`src/pkg/tcp_pkg.sv`:
```
package tcp_pkg;

    // ==========================================================================
    // Register byte addresses
    // ==========================================================================
    localparam logic [15:0] ADDR_DUTY_CH0     = 16'h1fb0;
    localparam logic [15:0] ADDR_DUTY_CH1     = 16'h1fb2;
    localparam logic [15:0] ADDR_DUTY_CH2     = 16'h1fb4;
    localparam logic [15:0] ADDR_PRESCALE     = 16'h1fb6;
    localparam logic [15:0] ADDR_FUNC_SEL     = 16'h1fd9;
    localparam logic [15:0] ADDR_DIRECTION    = 16'h1fdb;
    localparam logic [15:0] ADDR_OUT_DATA     = 16'h1fdd;
    localparam logic [15:0] ADDR_PIN_STATE    = 16'h1fdf;

    // ==========================================================================
    // Fields and reset values
    // ==========================================================================
    localparam int          PRESCALE_HALF_BIT    = 0;
    localparam int          PRESCALE_QUARTER_BIT = 1;
    localparam logic [7:0]  RST_PRESCALE      = 8'h00;
    localparam logic [7:0]  RST_DUTY          = 8'h00;
    localparam logic [7:0]  RST_FUNC_SEL      = 8'h00;
    localparam logic [7:0]  RST_DIRECTION     = 8'hff;
    localparam logic [7:0]  RST_OUT_DATA      = 8'hff;
    localparam logic [7:0]  READ_UNMAPPED     = 8'h00;
    localparam logic [7:0]  COUNT_MAX         = 8'hff;
    localparam logic [7:0]  COUNT_ZERO        = 8'h00;
    localparam logic [1:0]  DIV_ONE           = 2'h0;
    localparam logic [1:0]  DIV_TWO           = 2'h1;
    localparam logic [1:0]  DIV_FOUR          = 2'h3;
    localparam int          NUM_CH            = 3;

    // ==========================================================================
    // Types
    // ==========================================================================
    typedef struct packed {
        logic [15:0] addr;
        logic [7:0]  wdata;
        logic        wr;
        logic        rd;
    } tcp_bus_req_t;

    typedef enum logic [1:0] {
        TCP_RATE_FULL    = 2'b00,
        TCP_RATE_HALF    = 2'b01,
        TCP_RATE_QUARTER = 2'b10
    } tcp_rate_t;

    typedef struct packed {
        logic [7:0]  duty0;
        logic [7:0]  duty1;
        logic [7:0]  duty2;
        logic [7:0]  buf0;
        logic [7:0]  buf1;
        logic [7:0]  buf2;
        logic [7:0]  prescale;
        logic [7:0]  func_sel;
        logic [7:0]  direction;
        logic [7:0]  out_data;
        logic [7:0]  counter;
        logic [1:0]  divcnt;
        logic [2:0]  pulse;
        logic [7:0]  pin_s1;
        logic [7:0]  pin_s2;
        logic [7:0]  rdata;
        logic [7:0]  port_out;
        logic [7:0]  port_oe;
    } tcp_state_t;

endpackage : tcp_pkg

```
`src/hdl/tcp_pwm_port.sv`:
```
// The plain strobed port is this design's own decision.
`timescale 1ns/1ps
// Overview of operation
// - Three modulated channels drive port bits 0, 1 and 2, push-pull where the direction bit is clear, else open drain.
// - Two-rate use: prescale bit 0 set halves the counter rate for all channels.
// - Three-rate use: prescale bits 0 and 1 pick divide by one, two or four.
// - Each channel has its own duty register setting the high time per period.
// - Duty value zero keeps that channel's output low all the time.
// - Duty value all ones gives high for 255 of 256 counts.
// - Direction bit set means open-drain output or high-impedance input alike.
// - Function-select bits 0, 1 and 2 each pick plain port pin or special function.
// - Pin-state register reads the pin level through a two-stage synchronizer, whatever the mode.
// - Output data register holds the values driven on plain output pins.
// - Duty registers are copied to compare buffers when the counter wraps to zero.
// - Output goes high at wrap, low at compare match; zero duty stays low.
// - Counter advances each state time, or every second one when halved.
// - Prescale bit 1 set selects divide by four and bit 0 is ignored.
module tcp_pwm_port
    import tcp_pkg::*;
#(
    parameter bit THREE_RATE = 1'b1
) (
    // Clock and reset
    input  wire logic         i_clk_sys,
    input  wire logic         i_rst_n,
    // Register port
    input  wire tcp_bus_req_t i_bus,
    output logic [7:0]        o_rdata,
    // Port pins
    input  wire logic [7:0]   i_port_pin,
    output logic [7:0]        o_port_out,
    output logic [7:0]        o_port_oe
);

    // ==========================================================================
    // State
    // ==========================================================================
    tcp_state_t st_reg;
    tcp_state_t st_next;
    tcp_rate_t  rate;
    logic [1:0] div_limit;
    logic       tick;
    logic       wrap;
    logic [7:0] duty_w   [NUM_CH];
    logic [7:0] buf_w    [NUM_CH];
    logic [NUM_CH-1:0] pulse_next;

    assign duty_w[0] = st_reg.duty0;
    assign duty_w[1] = st_reg.duty1;
    assign duty_w[2] = st_reg.duty2;
    assign buf_w[0]  = st_reg.buf0;
    assign buf_w[1]  = st_reg.buf1;
    assign buf_w[2]  = st_reg.buf2;

    // ==========================================================================
    // Prescaler
    // ==========================================================================
    always_comb begin
        if (THREE_RATE && st_reg.prescale[PRESCALE_QUARTER_BIT]) begin
            rate = TCP_RATE_QUARTER;
        end else if (st_reg.prescale[PRESCALE_HALF_BIT]) begin
            rate = TCP_RATE_HALF;
        end else begin
            rate = TCP_RATE_FULL;
        end
        case (rate)
            TCP_RATE_FULL:    div_limit = DIV_ONE;
            TCP_RATE_HALF:    div_limit = DIV_TWO;
            TCP_RATE_QUARTER: div_limit = DIV_FOUR;
            default:          div_limit = DIV_ONE;
        endcase
    end

    // Changing the rate mid-period only shortens or stretches the current tick, so a
    // divider count above the new limit is caught by the >= compare.
    assign tick = (st_reg.divcnt >= div_limit);
    assign wrap = tick && (st_reg.counter == COUNT_MAX);

    // ==========================================================================
    // Channels
    // ==========================================================================
    // Each match compare sees only its buffered value and the wrap start reads the duty being buffered, so software may rewrite
    // a duty register at any moment without a glitch in the running period.
    for (genvar ch = 0; ch < NUM_CH; ch++) begin : g_chan
        always_comb begin
            if (wrap) begin
                pulse_next[ch] = (duty_w[ch] != COUNT_ZERO);
            end else if (tick && ((st_reg.counter + 8'h01) == buf_w[ch])) begin
                pulse_next[ch] = 1'b0;
            end else begin
                pulse_next[ch] = st_reg.pulse[ch];
            end
        end
    end

    // ==========================================================================
    // Next state
    // ==========================================================================
    always_comb begin
        st_next        = st_reg;
        st_next.pin_s1 = i_port_pin;
        st_next.pin_s2 = st_reg.pin_s1;
        st_next.rdata  = READ_UNMAPPED;
        st_next.divcnt = tick ? 2'h0 : st_reg.divcnt + 2'h1;
        st_next.pulse  = pulse_next;
        if (tick) begin
            st_next.counter = st_reg.counter + 8'h01;
        end
        if (wrap) begin
            st_next.buf0 = st_reg.duty0;
            st_next.buf1 = st_reg.duty1;
            st_next.buf2 = st_reg.duty2;
        end

        if (i_bus.wr) begin
            case (i_bus.addr)
                ADDR_DUTY_CH0:  st_next.duty0     = i_bus.wdata;
                ADDR_DUTY_CH1:  st_next.duty1     = i_bus.wdata;
                ADDR_DUTY_CH2:  st_next.duty2     = i_bus.wdata;
                ADDR_PRESCALE:  st_next.prescale  = i_bus.wdata;
                ADDR_FUNC_SEL:  st_next.func_sel  = i_bus.wdata;
                ADDR_DIRECTION: st_next.direction = i_bus.wdata;
                ADDR_OUT_DATA:  st_next.out_data  = i_bus.wdata;
                default: begin
                end
            endcase
        end

        if (i_bus.rd) begin
            case (i_bus.addr)
                ADDR_DUTY_CH0:  st_next.rdata = st_reg.duty0;
                ADDR_DUTY_CH1:  st_next.rdata = st_reg.duty1;
                ADDR_DUTY_CH2:  st_next.rdata = st_reg.duty2;
                ADDR_PRESCALE:  st_next.rdata = st_reg.prescale;
                ADDR_FUNC_SEL:  st_next.rdata = st_reg.func_sel;
                ADDR_DIRECTION: st_next.rdata = st_reg.direction;
                ADDR_OUT_DATA:  st_next.rdata = st_reg.out_data;
                ADDR_PIN_STATE: st_next.rdata = st_reg.pin_s2;
                default:        st_next.rdata = READ_UNMAPPED;
            endcase
        end

        // Pin drivers: direction 1 is open drain, which only pulls low; the
        // same setting with data 1 leaves the pin free as an input.
        for (int b = 0; b < 8; b++) begin
            logic lvl;
            lvl = st_reg.out_data[b];
            if (b < NUM_CH && st_reg.func_sel[b]) begin
                lvl = st_reg.pulse[b];
            end
            if (st_reg.direction[b]) begin
                st_next.port_out[b] = 1'b0;
                st_next.port_oe[b]  = ~lvl;
            end else begin
                st_next.port_out[b] = lvl;
                st_next.port_oe[b]  = 1'b1;
            end
        end
    end

    // ==========================================================================
    // Registers
    // ==========================================================================
    always_ff @(posedge i_clk_sys or negedge i_rst_n) begin
        if (!i_rst_n) begin
            st_reg           <= '0;
            st_reg.duty0     <= RST_DUTY;
            st_reg.duty1     <= RST_DUTY;
            st_reg.duty2     <= RST_DUTY;
            st_reg.prescale  <= RST_PRESCALE;
            st_reg.func_sel  <= RST_FUNC_SEL;
            st_reg.direction <= RST_DIRECTION;
            st_reg.out_data  <= RST_OUT_DATA;
        end else begin
            st_reg <= st_next;
        end
    end

    assign o_rdata    = st_reg.rdata;
    assign o_port_out = st_reg.port_out;
    assign o_port_oe  = st_reg.port_oe;

endmodule : tcp_pwm_port

```
`config.mk`:
```
export PLATFORM = sky130hd
export DESIGN_NAME = tcp_pwm_port
export DESIGN_NICKNAME = d
export VERILOG_FILES = /design/src/pkg/tcp_pkg.sv /design/src/hdl/tcp_pwm_port.sv
export SDC_FILE = /design/constraint.sdc
export NUM_CORES = 1
export LEC_CHECK = 0
export BUFFER_PORTS_ARGS = -buffer_cell sky130_fd_sc_hd__buf_2
export CAP_MARGIN = 15
export CORE_UTILIZATION = 53
export CTS_BUF_LIST = sky130_fd_sc_hd__clkbuf_8 sky130_fd_sc_hd__clkbuf_16
export DETAILED_ROUTE_END_ITERATION = 16
export PLACE_DENSITY_LB_ADDON = 0.3
export SYNTH_ARGS = -nofsm -noshare
export SYNTH_HDL_FRONTEND = slang
export SYNTH_SLANG_ARGS = --single-unit
```
`constraint.sdc`:
```
create_clock -name i_clk_sys -period 2.59 [get_ports i_clk_sys]
set_clock_uncertainty 0.2 [all_clocks]
set_input_delay 0.777 -clock i_clk_sys [delete_from_list [all_inputs] [get_ports i_clk_sys]]
set_output_delay 0.777 -clock i_clk_sys [all_outputs]
set_load 0.05 [all_outputs]
```
# Yosys cells after proc, flatten, opt, wreduce, memory -nomap -nowiden
# Cells that the tools add are included.
# op_classes
add_sub_neg	2
mul	0
div_mod_pow	0
magnitude_cmp	1
n_eq_ne	14
n_shift	0
muxes	31
bitwise	8
reduce_logical	17
# op_table
operator	n
16-bit by 13-bit == test with 1-bit output, second input constant	8
8-bit one-hot mux with 8 select lines	1
1-bit 2-to-1 mux	26
8-bit == test	3
8-bit nonzero test	3
2-bit AND reduction	7
8-bit by 1-bit adder with 8-bit output, second input constant	1
8-bit == test, second input constant	1
8-bit 2-to-1 mux	1
1-bit NOT	8
2-bit nonzero test	3
1-bit logical AND	4
2-bit 2-to-1 mux	2
2-bit one-hot mux with 2 select lines	1
2-bit by 1-bit adder with 2-bit output, second input constant	1
2-bit by 1-bit == test with 1-bit output, second input constant	1
2-bit == test, second input constant	1
2-bit >= comparator	1
# totals
reg_bits	133
latch_bits	0
mem_bits_rw	0
rom_bits	0
inputBits	36
output_inout_bits	24
wordCells	93
n_memories	0

# Longest topological paths before layout
# Gate-level depths: netlist of the first run.
# logic_depth
ltp_word	8
ltp_mapped	9
depth_no_buf	7

# Least setup slack after synthesis of the first run
# No wires, ideal clock.
# synth_timing
path_kind	in2reg
from	input port i_bus[13] (netlist name)
to	register st_reg, in the netlist duty_w[16]
setup_time_ps	125
arrival_ps	2361
t_required_ps	2265
slack_ps	-96
stages	5
n_path_buf	1
path_cell_list	nor4b_4 > nand3_2 > or4b_1 > buf_4 > mux2_4
# synth_via
elab_chain_cells	2
# synth_lines
element	line	text
from (decl)	tcp_pwm_port.sv:27	input wire tcp_bus_req_t i_bus,
16-bit by 13-bit == test with 1-bit output	tcp_pwm_port.sv:116	case (i_bus.addr)
2-bit AND reduction (no line)	-	
to (signal assigned)	tcp_pwm_port.sv:175	st_reg <= st_next;
to (decl)	tcp_pwm_port.sv:38	tcp_state_t st_reg;
# Every way passes these cells.
# A chain may end at the register's enable or synchronous reset.

# Worst setup path in the final report of the first run
# layout_timing
from	register st_reg[78] (netlist name)
to	register st_reg, in the netlist buf_w[9]
# layout_via
elab_chain_cells	5
word_cells_on_any_way	6
cone_classes	1 x order compare; 2 x eq/ne; 2 x mux; 1 x reduce/logical
# layout_lines
element	line	text
2-bit 2-to-1 mux *	tcp_pwm_port.sv:59	if (THREE_RATE && st_reg.prescale[PRESCALE_QUARTER_BIT]) begin
2-bit == test or 2-bit by 1-bit == test with 1-bit output (tied branches)	tcp_pwm_port.sv:66	case (rate)
2-bit one-hot mux with 2 select lines *	tcp_pwm_port.sv:66	
2-bit >= comparator *	tcp_pwm_port.sv:76	assign tick = (st_reg.divcnt >= div_limit);
1-bit logical AND *	tcp_pwm_port.sv:77	assign wrap = tick && (st_reg.counter == COUNT_MAX);
# Mark *: on every way between the ends. The rest lies on a longest branch, timed or not.

==> results_dict.tcl, run 1 <==
set metrics [dict create \
    yosys.area_share.simple_pct 11.3 \
    clkPwrFrac_pct 44.7 \
    p_leak_nw 3.50 \
    synth_cells 497 \
    crit_top_cell "buf_4" \
    use_met2_pct 39.6 \
    synth-compound-area-share_pct 6.04 \
    grt_start_max_net_pins 63 \
    cellInternalPower_mw 3.92 \
    first_pass_iters 11 \
    grt.overflow.total 0 \
    cts_tree "yes" \
    grt_antenna_before_repair 0 \
    worst_path_max_delay_cell "dfrtp_1" \
    synth.distinct_cells 54 \
    setup.worst_path.end_class "flip-flop" \
    synth-warning-count 0 \
    cts.sinks 133 \
    stdcell_area_um2 7490 \
    rsz0062_at_grt "no" \
    violations "design-rule violations" \
    outcome "finished, violations left" \
    fin_crit_sh_pct 96.2 \
    drive_gt1_share_pct 42.2 \
    dieWidth_um 111 \
    p_comb_share_pct 13.2 \
    htreeDepth 4 \
    synthMuxAreaShare_pct 19.9 \
    synthAdderAreaFrac_pct 0.596 \
    clock_tree.root_cell "clkbuf_16" \
    hpwl_mm 10.1 \
    ir_drop_v 0.000639 \
    n_antenna_cell 0 \
    finalHoldViolCount 0 \
    clock_latency_ns 0.43 \
    critPathKind "flip-flop to flip-flop" \
    synthToLayoutAreaGrowth_pct 18.9 \
    grt_pass1_wl_mm 23.7 \
    synth_ff_type "dfrtp_1" \
    port_buffers 59 \
    drc 6 \
    wire_per_inst_um 20.4 \
    synth_async_sr_flop_share_pct 100 \
    die_y_um 111 \
    synth_xor_area_share_pct 4.43 \
    timing.final.max_slew_violations 0 \
    gp_congestion 0.877 \
    critical_path_required_ns 2.69 \
    cp_slowest_stage_delay_ns 0.36 \
    path_buf_inv 3 \
    start_kind "flip-flop" \
    path_cells "or2_2 > ha_1 > nand2b_1 > a21oi_1 > buf_4 > nor4_4 > buf_4 > buf_12 > mux2_2" \
    crit_family "simple AND/OR/NAND/NOR gates" \
    vias 4276 \
    fin_crit_ns 2.49 \
    tightest_slew_ns 0.589 \
    fmax_ghz 0.401 \
    finish.utilization_pct 65.0 \
    maxSlewHeadroom_pct 60.7 \
    synth_top_family_by_area "multiplexers" \
    met1_usage_pct 34.3 \
    syn_area_per_cell_um2 12.7 \
    grtUsageTotal_pct 25.8 \
    ios 60 \
    drv_cap 0 \
    drt_iter0_markers 286 \
    power.net_switching_mw 1.39 \
    grt_pass1_vias 4461 \
    synth_edf_count 0 \
    initial_core_util_pct 54.7 \
    synth_area_um2 6300 \
    largest_reg_flops 53 \
    cts_made_buffers 17 \
    use_met3_pct 7.33 \
    hold_path.class "input pin to async pin" \
    syn_nets 536 \
    cts_hold_buf 0 \
    dieArea_um2 12300 \
    fin_nets 611 \
    coreArea_um2 11500 \
    path_max_fanout 15 \
    grt_busiest_layer "met2" \
    clk_path_buf_depth 2 \
    setup_viol 0 \
    critPathArrivalTime_ns 2.60 \
    p_seq_share_pct 42.1 \
    swShare_pct 26.2 \
    ys_seq_elements 133 \
    num-fill-cells 877 \
    seq_area_frac_synth_pct 53.2 \
    ant_nets 0 \
    place_area_um2 6840 \
    cts.clk_slew.worst_paths_ns 0.06 \
    via_per_inst 5.87 \
    core.rowCount 39 \
    routed_wl_mm 14.8 \
    powerDensity_nw_per_um2 709 \
]
==> final timing paths <==
check / start / end / slack, ns / cells after the start
setup / recovery: st_reg[78] / buf_w[9] / 0.1 / 9
hold reg to reg: st_next[30] / st_reg[30] / 0.15 / 0
max in group asynchronous: i_rst_n / st_reg[61] / 1.44 / 2
setup reg to reg: st_reg[78] / buf_w[9] / 0.1 / 9
hold / removal: i_rst_n / st_next[24] / 0.04 / 1
min in group i_clk_sys: st_next[30] / st_reg[30] / 0.15 / 0
==> area by class of cell <==
cell class	instances	area, µm²	share of cell area (%)
well taps	143	179	2.39
flip-flops and latches	133	3350	44.7
clock buffers	19	453	6.05
multi-input cells	313	2690	35.9
inverters	5	18.8	0.251
clock inverters	13	135	1.80
repair buffers	102	663	8.86
==> per-stage QoR <==
stage / std cells / setup slack (ns) / hold WS, ns / TNS [ns] / total power [mW]
2_1_floorplan: 497 / -0.0653 / 0.131 / -0.522 / 2.67
3_3_place_gp: 693 / -0.0680 / 0.133 / -0.943 / 2.92
3_5_place_dp: 693 / -0.134 / 0.136 / -1.78 / 2.94
4_1_cts: 725 / 0.0251 / 0.0454 / 0 / 5.30
5_1_grt: 728 / 0.00367 / 0.0644 / 0 / 5.49
6_report: 728 / 0.0979 / 0.0446 / 0 / 5.31
==> cells in the mapped netlist, types with 4 or more instances <==
cell / count / area (µm²)
a21oi_1: 17 / 85.1
a22oi_1: 8 / 60.1
and3_1: 4 / 25.0
and4_1: 4 / 35.0
buf_1: 4 / 15.0
buf_4: 25 / 188
clkbuf_1: 15 / 56.3
dfrtp_1: 117 / 2930
dfstp_2: 16 / 420
inv_1: 5 / 18.8
mux2_2: 70 / 788
mux2_4: 8 / 120
mux2i_1: 12 / 120
mux4_2: 10 / 225
nand2_1: 36 / 135
nand2b_1: 14 / 87.6
nand3_1: 7 / 35.0
nor2_1: 16 / 60.1
nor2b_1: 8 / 50.1
nor3_1: 5 / 25.0
nor4_1: 7 / 43.8
o21ai_0: 11 / 55.1
o31ai_1: 4 / 30.0
or3_1: 6 / 37.5
xnor2_1: 14 / 123
xnor3_1: 5 / 113
xor2_1: 5 / 43.8
==> cells by family (layout without fill, tap and decap cells) <==
| group | count (synthesis) | count (layout) |
|---|---|---|
| DFF | 133 | 133 |
| and+or+nand+nor | 127 | 127 |
| muxes | 100 | 100 |
| AOI/OAI and AO/OA | 59 | 59 |
| buffers and inverters | 51 | 139 |
| xor gates and xnor gates | 24 | 24 |
| adders and majority gates | 3 | 3 |
==> layer usage <==
layer	share of wire, %	vias up
met5	0	-
met3	6.3	33
li1	-	1925
met4	2.5	0
met2	48	141
met1	43	2177
==> power groups by stage <==
stage                     clock network (mW)  registers (mW)  logic (mW)
after floorplan                            0            2.20       0.466
after global placement                     0            2.26       0.659
after detailed placement                   0            2.26       0.670
after CTS                               2.39            2.23       0.680
after global routing                    2.47            2.24       0.772
final                                   2.37            2.24       0.700
==> cells in the final DEF, fill, tap and decap left out, types with 3 or more instances in the layout <==
cell type / Yosys / final
a21oi_1: 17 / 17
a22oi_1: 8 / 8
a31oi_1: 3 / 3
and3_1: 4 / 4
and4_1: 4 / 4
buf_2: 2 / 58
buf_4: 25 / 41
clkbuf_16: 0 / 18
clkinv_2: 0 / 4
clkinv_4: 0 / 5
dfrtp_1: 117 / 117
dfstp_2: 16 / 16
ha_1: 3 / 3
inv_1: 5 / 6
mux2_2: 70 / 70
mux2_4: 8 / 8
mux2i_1: 12 / 12
mux4_2: 10 / 10
nand2_1: 36 / 36
nand2b_1: 14 / 14
nand3_1: 7 / 7
nand4_1: 3 / 3
nor2_1: 16 / 16
nor2b_1: 8 / 8
nor3_1: 5 / 5
nor4_1: 7 / 6
o21ai_0: 11 / 11
o31ai_1: 4 / 4
or3_1: 6 / 6
xnor2_1: 14 / 14
xnor3_1: 5 / 5
xor2_1: 5 / 5
==> timing repair <==
| item | CTS | global route |
|---|---|---|
| setup endpoints to repair | 9 | 24 |
| buffers inserted | 0 | 2 |
| resized for setup | 1 | 4 |
| gates cloned | 0 | 1 |
| hold endpoints to repair | 0 | 0 |
| pin swaps | 0 | 2 |
No activity file was read; power rests on OpenSTA's default activity.
==> inputs of run 2 (changes only) <==
- REMOVE_ABC_BUFFERS: default -> 1
==> results_dict.tcl, run 2 (same netlist as run 1, synthesis figures left out) <==
set metrics [dict create \
    wire_per_inst_um 19.9 \
    fmax_ghz 0.398 \
    dieArea_um2 12300 \
    setup_viol 0 \
    vias 4269 \
    cts_tree "yes" \
    cellInternalPower_mw 4.21 \
    swShare_pct 24.2 \
    initial_core_util_pct 54.7 \
    grtUsageTotal_pct 25.6 \
    path_cells "or2_2 > ha_1 > nand2b_1 > a21oi_2 > or3_1 > a2111oi_4 > buf_4 > a21oi_1" \
    grt.overflow.total 0 \
    grt_start_max_net_pins 40 \
    die_y_um 111 \
    grt_pass1_wl_mm 23.8 \
    n_antenna_cell 0 \
    r2r_cells 8 \
    p_seq_share_pct 39.8 \
    core.rowCount 39 \
    worst_path_max_delay_cell "or3_1" \
    dieWidth_um 111 \
    clk_path_buf_depth 2 \
    violations "design-rule violations" \
    place_area_um2 6840 \
    routed_wl_mm 14.5 \
    p_leak_nw 3.52 \
    final_common_cell "dfrtp_1" \
    tightest_slew_ns 0.646 \
    outcome "finished, violations left" \
    fin_nets 608 \
    drc 4 \
    gp_congestion 0.860 \
    cts.clk_slew.worst_paths_ns 0.05 \
    pre_cts_slack_ns -0.244 \
    stdcell_area_um2 7600 \
    grt_antenna_before_repair 0 \
    critical_path_required_ns 2.69 \
    synthToLayoutAreaGrowth_pct 20.7 \
    power.net_switching_mw 1.34 \
    timing.final.max_slew_violations 0 \
    ir_drop_v 0.000508 \
    rsz0062_at_grt "yes" \
    first_pass_iters 11 \
    drt_iter0_markers 342 \
    p_comb_share_pct 12.8 \
    clkPwrFrac_pct 47.4 \
    clock_latency_ns 0.42 \
    cts_made_buffers 17 \
    coreArea_um2 11500 \
    power_mw 5.54 \
    fin_crit_sh_pct 97.1 \
    path_max_fanout 4 \
    cts.sinks 133 \
    crit_path_start "st_reg[78]" \
    largest_reg_flops 53 \
    r2r-start "st_reg[78]" \
    setup.worst_path.end_class "flip-flop" \
    num-fill-cells 834 \
    ant_nets 0 \
    drive_gt1_share_pct 42.1 \
    htreeDepth 4 \
    final_cell_mix "dfrtp_1, mux2_2, buf_2" \
    via_per_inst 5.89 \
    start_kind "flip-flop" \
    clock_tree.root_cell "clkbuf_16" \
    r2r_slack_ns 0.08 \
    critPathKind "flip-flop to flip-flop" \
    grt_pass1_vias 4381 \
    r2r-end "st_reg[41]" \
    hpwl_mm 9.98 \
    maxSlewHeadroom_pct 56.8 \
    finish.utilization_pct 66.0 \
    fin_crit_ns 2.51 \
    critPathArrivalTime_ns 2.61 \
    crit_path_end "st_reg[41]" \
    powerDensity_nw_per_um2 730 \
    port_buffers 59 \
    cp_slowest_stage_delay_ns 0.43 \
    fin_ws_ns 0.0762 \
    ios 60 \
    drv_cap 0 \
    finalHoldViolCount 0 \
    hold_path.class "input pin to async pin" \
]
-- run 2: changes by cell type in the layout (fill, tap and decap cells not counted), sizes merged --
cell and delta:
clkinv -6, bufinv +3, bufbuf +1, clkinvlp +3, clkbuf -1, buf -3
-- run 2: area by class of cell --
cell class	instances	area [µm²]	area share, %
Tap cell	143	179	2.35
Sequential cell	133	3350	44.0
Timing Repair Buffer	99	677	8.91
Multi-Input combinational cell	313	2720	35.8
Clock buffer	19	453	5.96
Clock inverter	13	206	2.72
Inverter	5	18.8	0.247
-- run 2: through the flow --
stage | hold WS [ns] | cells | TNS (ns)
floorplan | 0.131 | 451 | -61.52
global placement | 0.132 | 690 | -1.96
detailed placement | 0.140 | 690 | -3.57
CTS | 0.117 | 725 | 0
global route | 0.133 | 725 | -0.0177
finish | 0.125 | 725 | 0
-- run 2: worst max-delay path: cells and delay by family (launching register included) --
kind	cells	cell delay, ns
AND/OR/NAND/NOR	3	0.87
AO/OA/AOI/OAI	3	0.51
flip-flops	1	0.37
adder cells (fa/ha/maj)	1	0.28
buffers and inverters	1	0.16
-- run 2: worst min-delay path by stage --
stage | start | endpoint | slack (ns) | cells after the start
2_1_floorplan | st_next[24] | st_reg[24] | 0.13 | 0
3_3_place_gp | st_next[25] | st_reg[25] | 0.13 | 0
6_report | i_rst_n | o_rdata[7] | 0.12 | 1
3_5_place_dp | st_next[30] | st_reg[30] | 0.14 | 0
5_1_grt | i_rst_n | o_rdata[7] | 0.13 | 1
4_1_cts | i_rst_n | duty_w[5] | 0.12 | 1
-- run 2: layer usage --
metal	global-route usage, %	wire length [µm]
met5	0	0
met4	10.2	268
met3	5.96	754
met2	39.6	7110
met1	35.2	6320
-- run 2: power by group through the flow --
stage               Sequential [mW]  Combinational [mW]  Clock [mW]
floorplan                      2.28               0.345           0
global placement               2.23               0.641           0
detailed placement             2.24               0.659           0
CTS                            2.20               0.674        2.67
global route                   2.22               0.772        2.76
finish                         2.21               0.709        2.63
-- run 2: what timing repair did --
item                                    CTS  global route
pin swaps                                 1             0
setup buffers                             1             0
gates cloned                              2             0
hold buffers                              0             0
endpoints found under the setup margin   24             9
gates resized for setup                   7             4
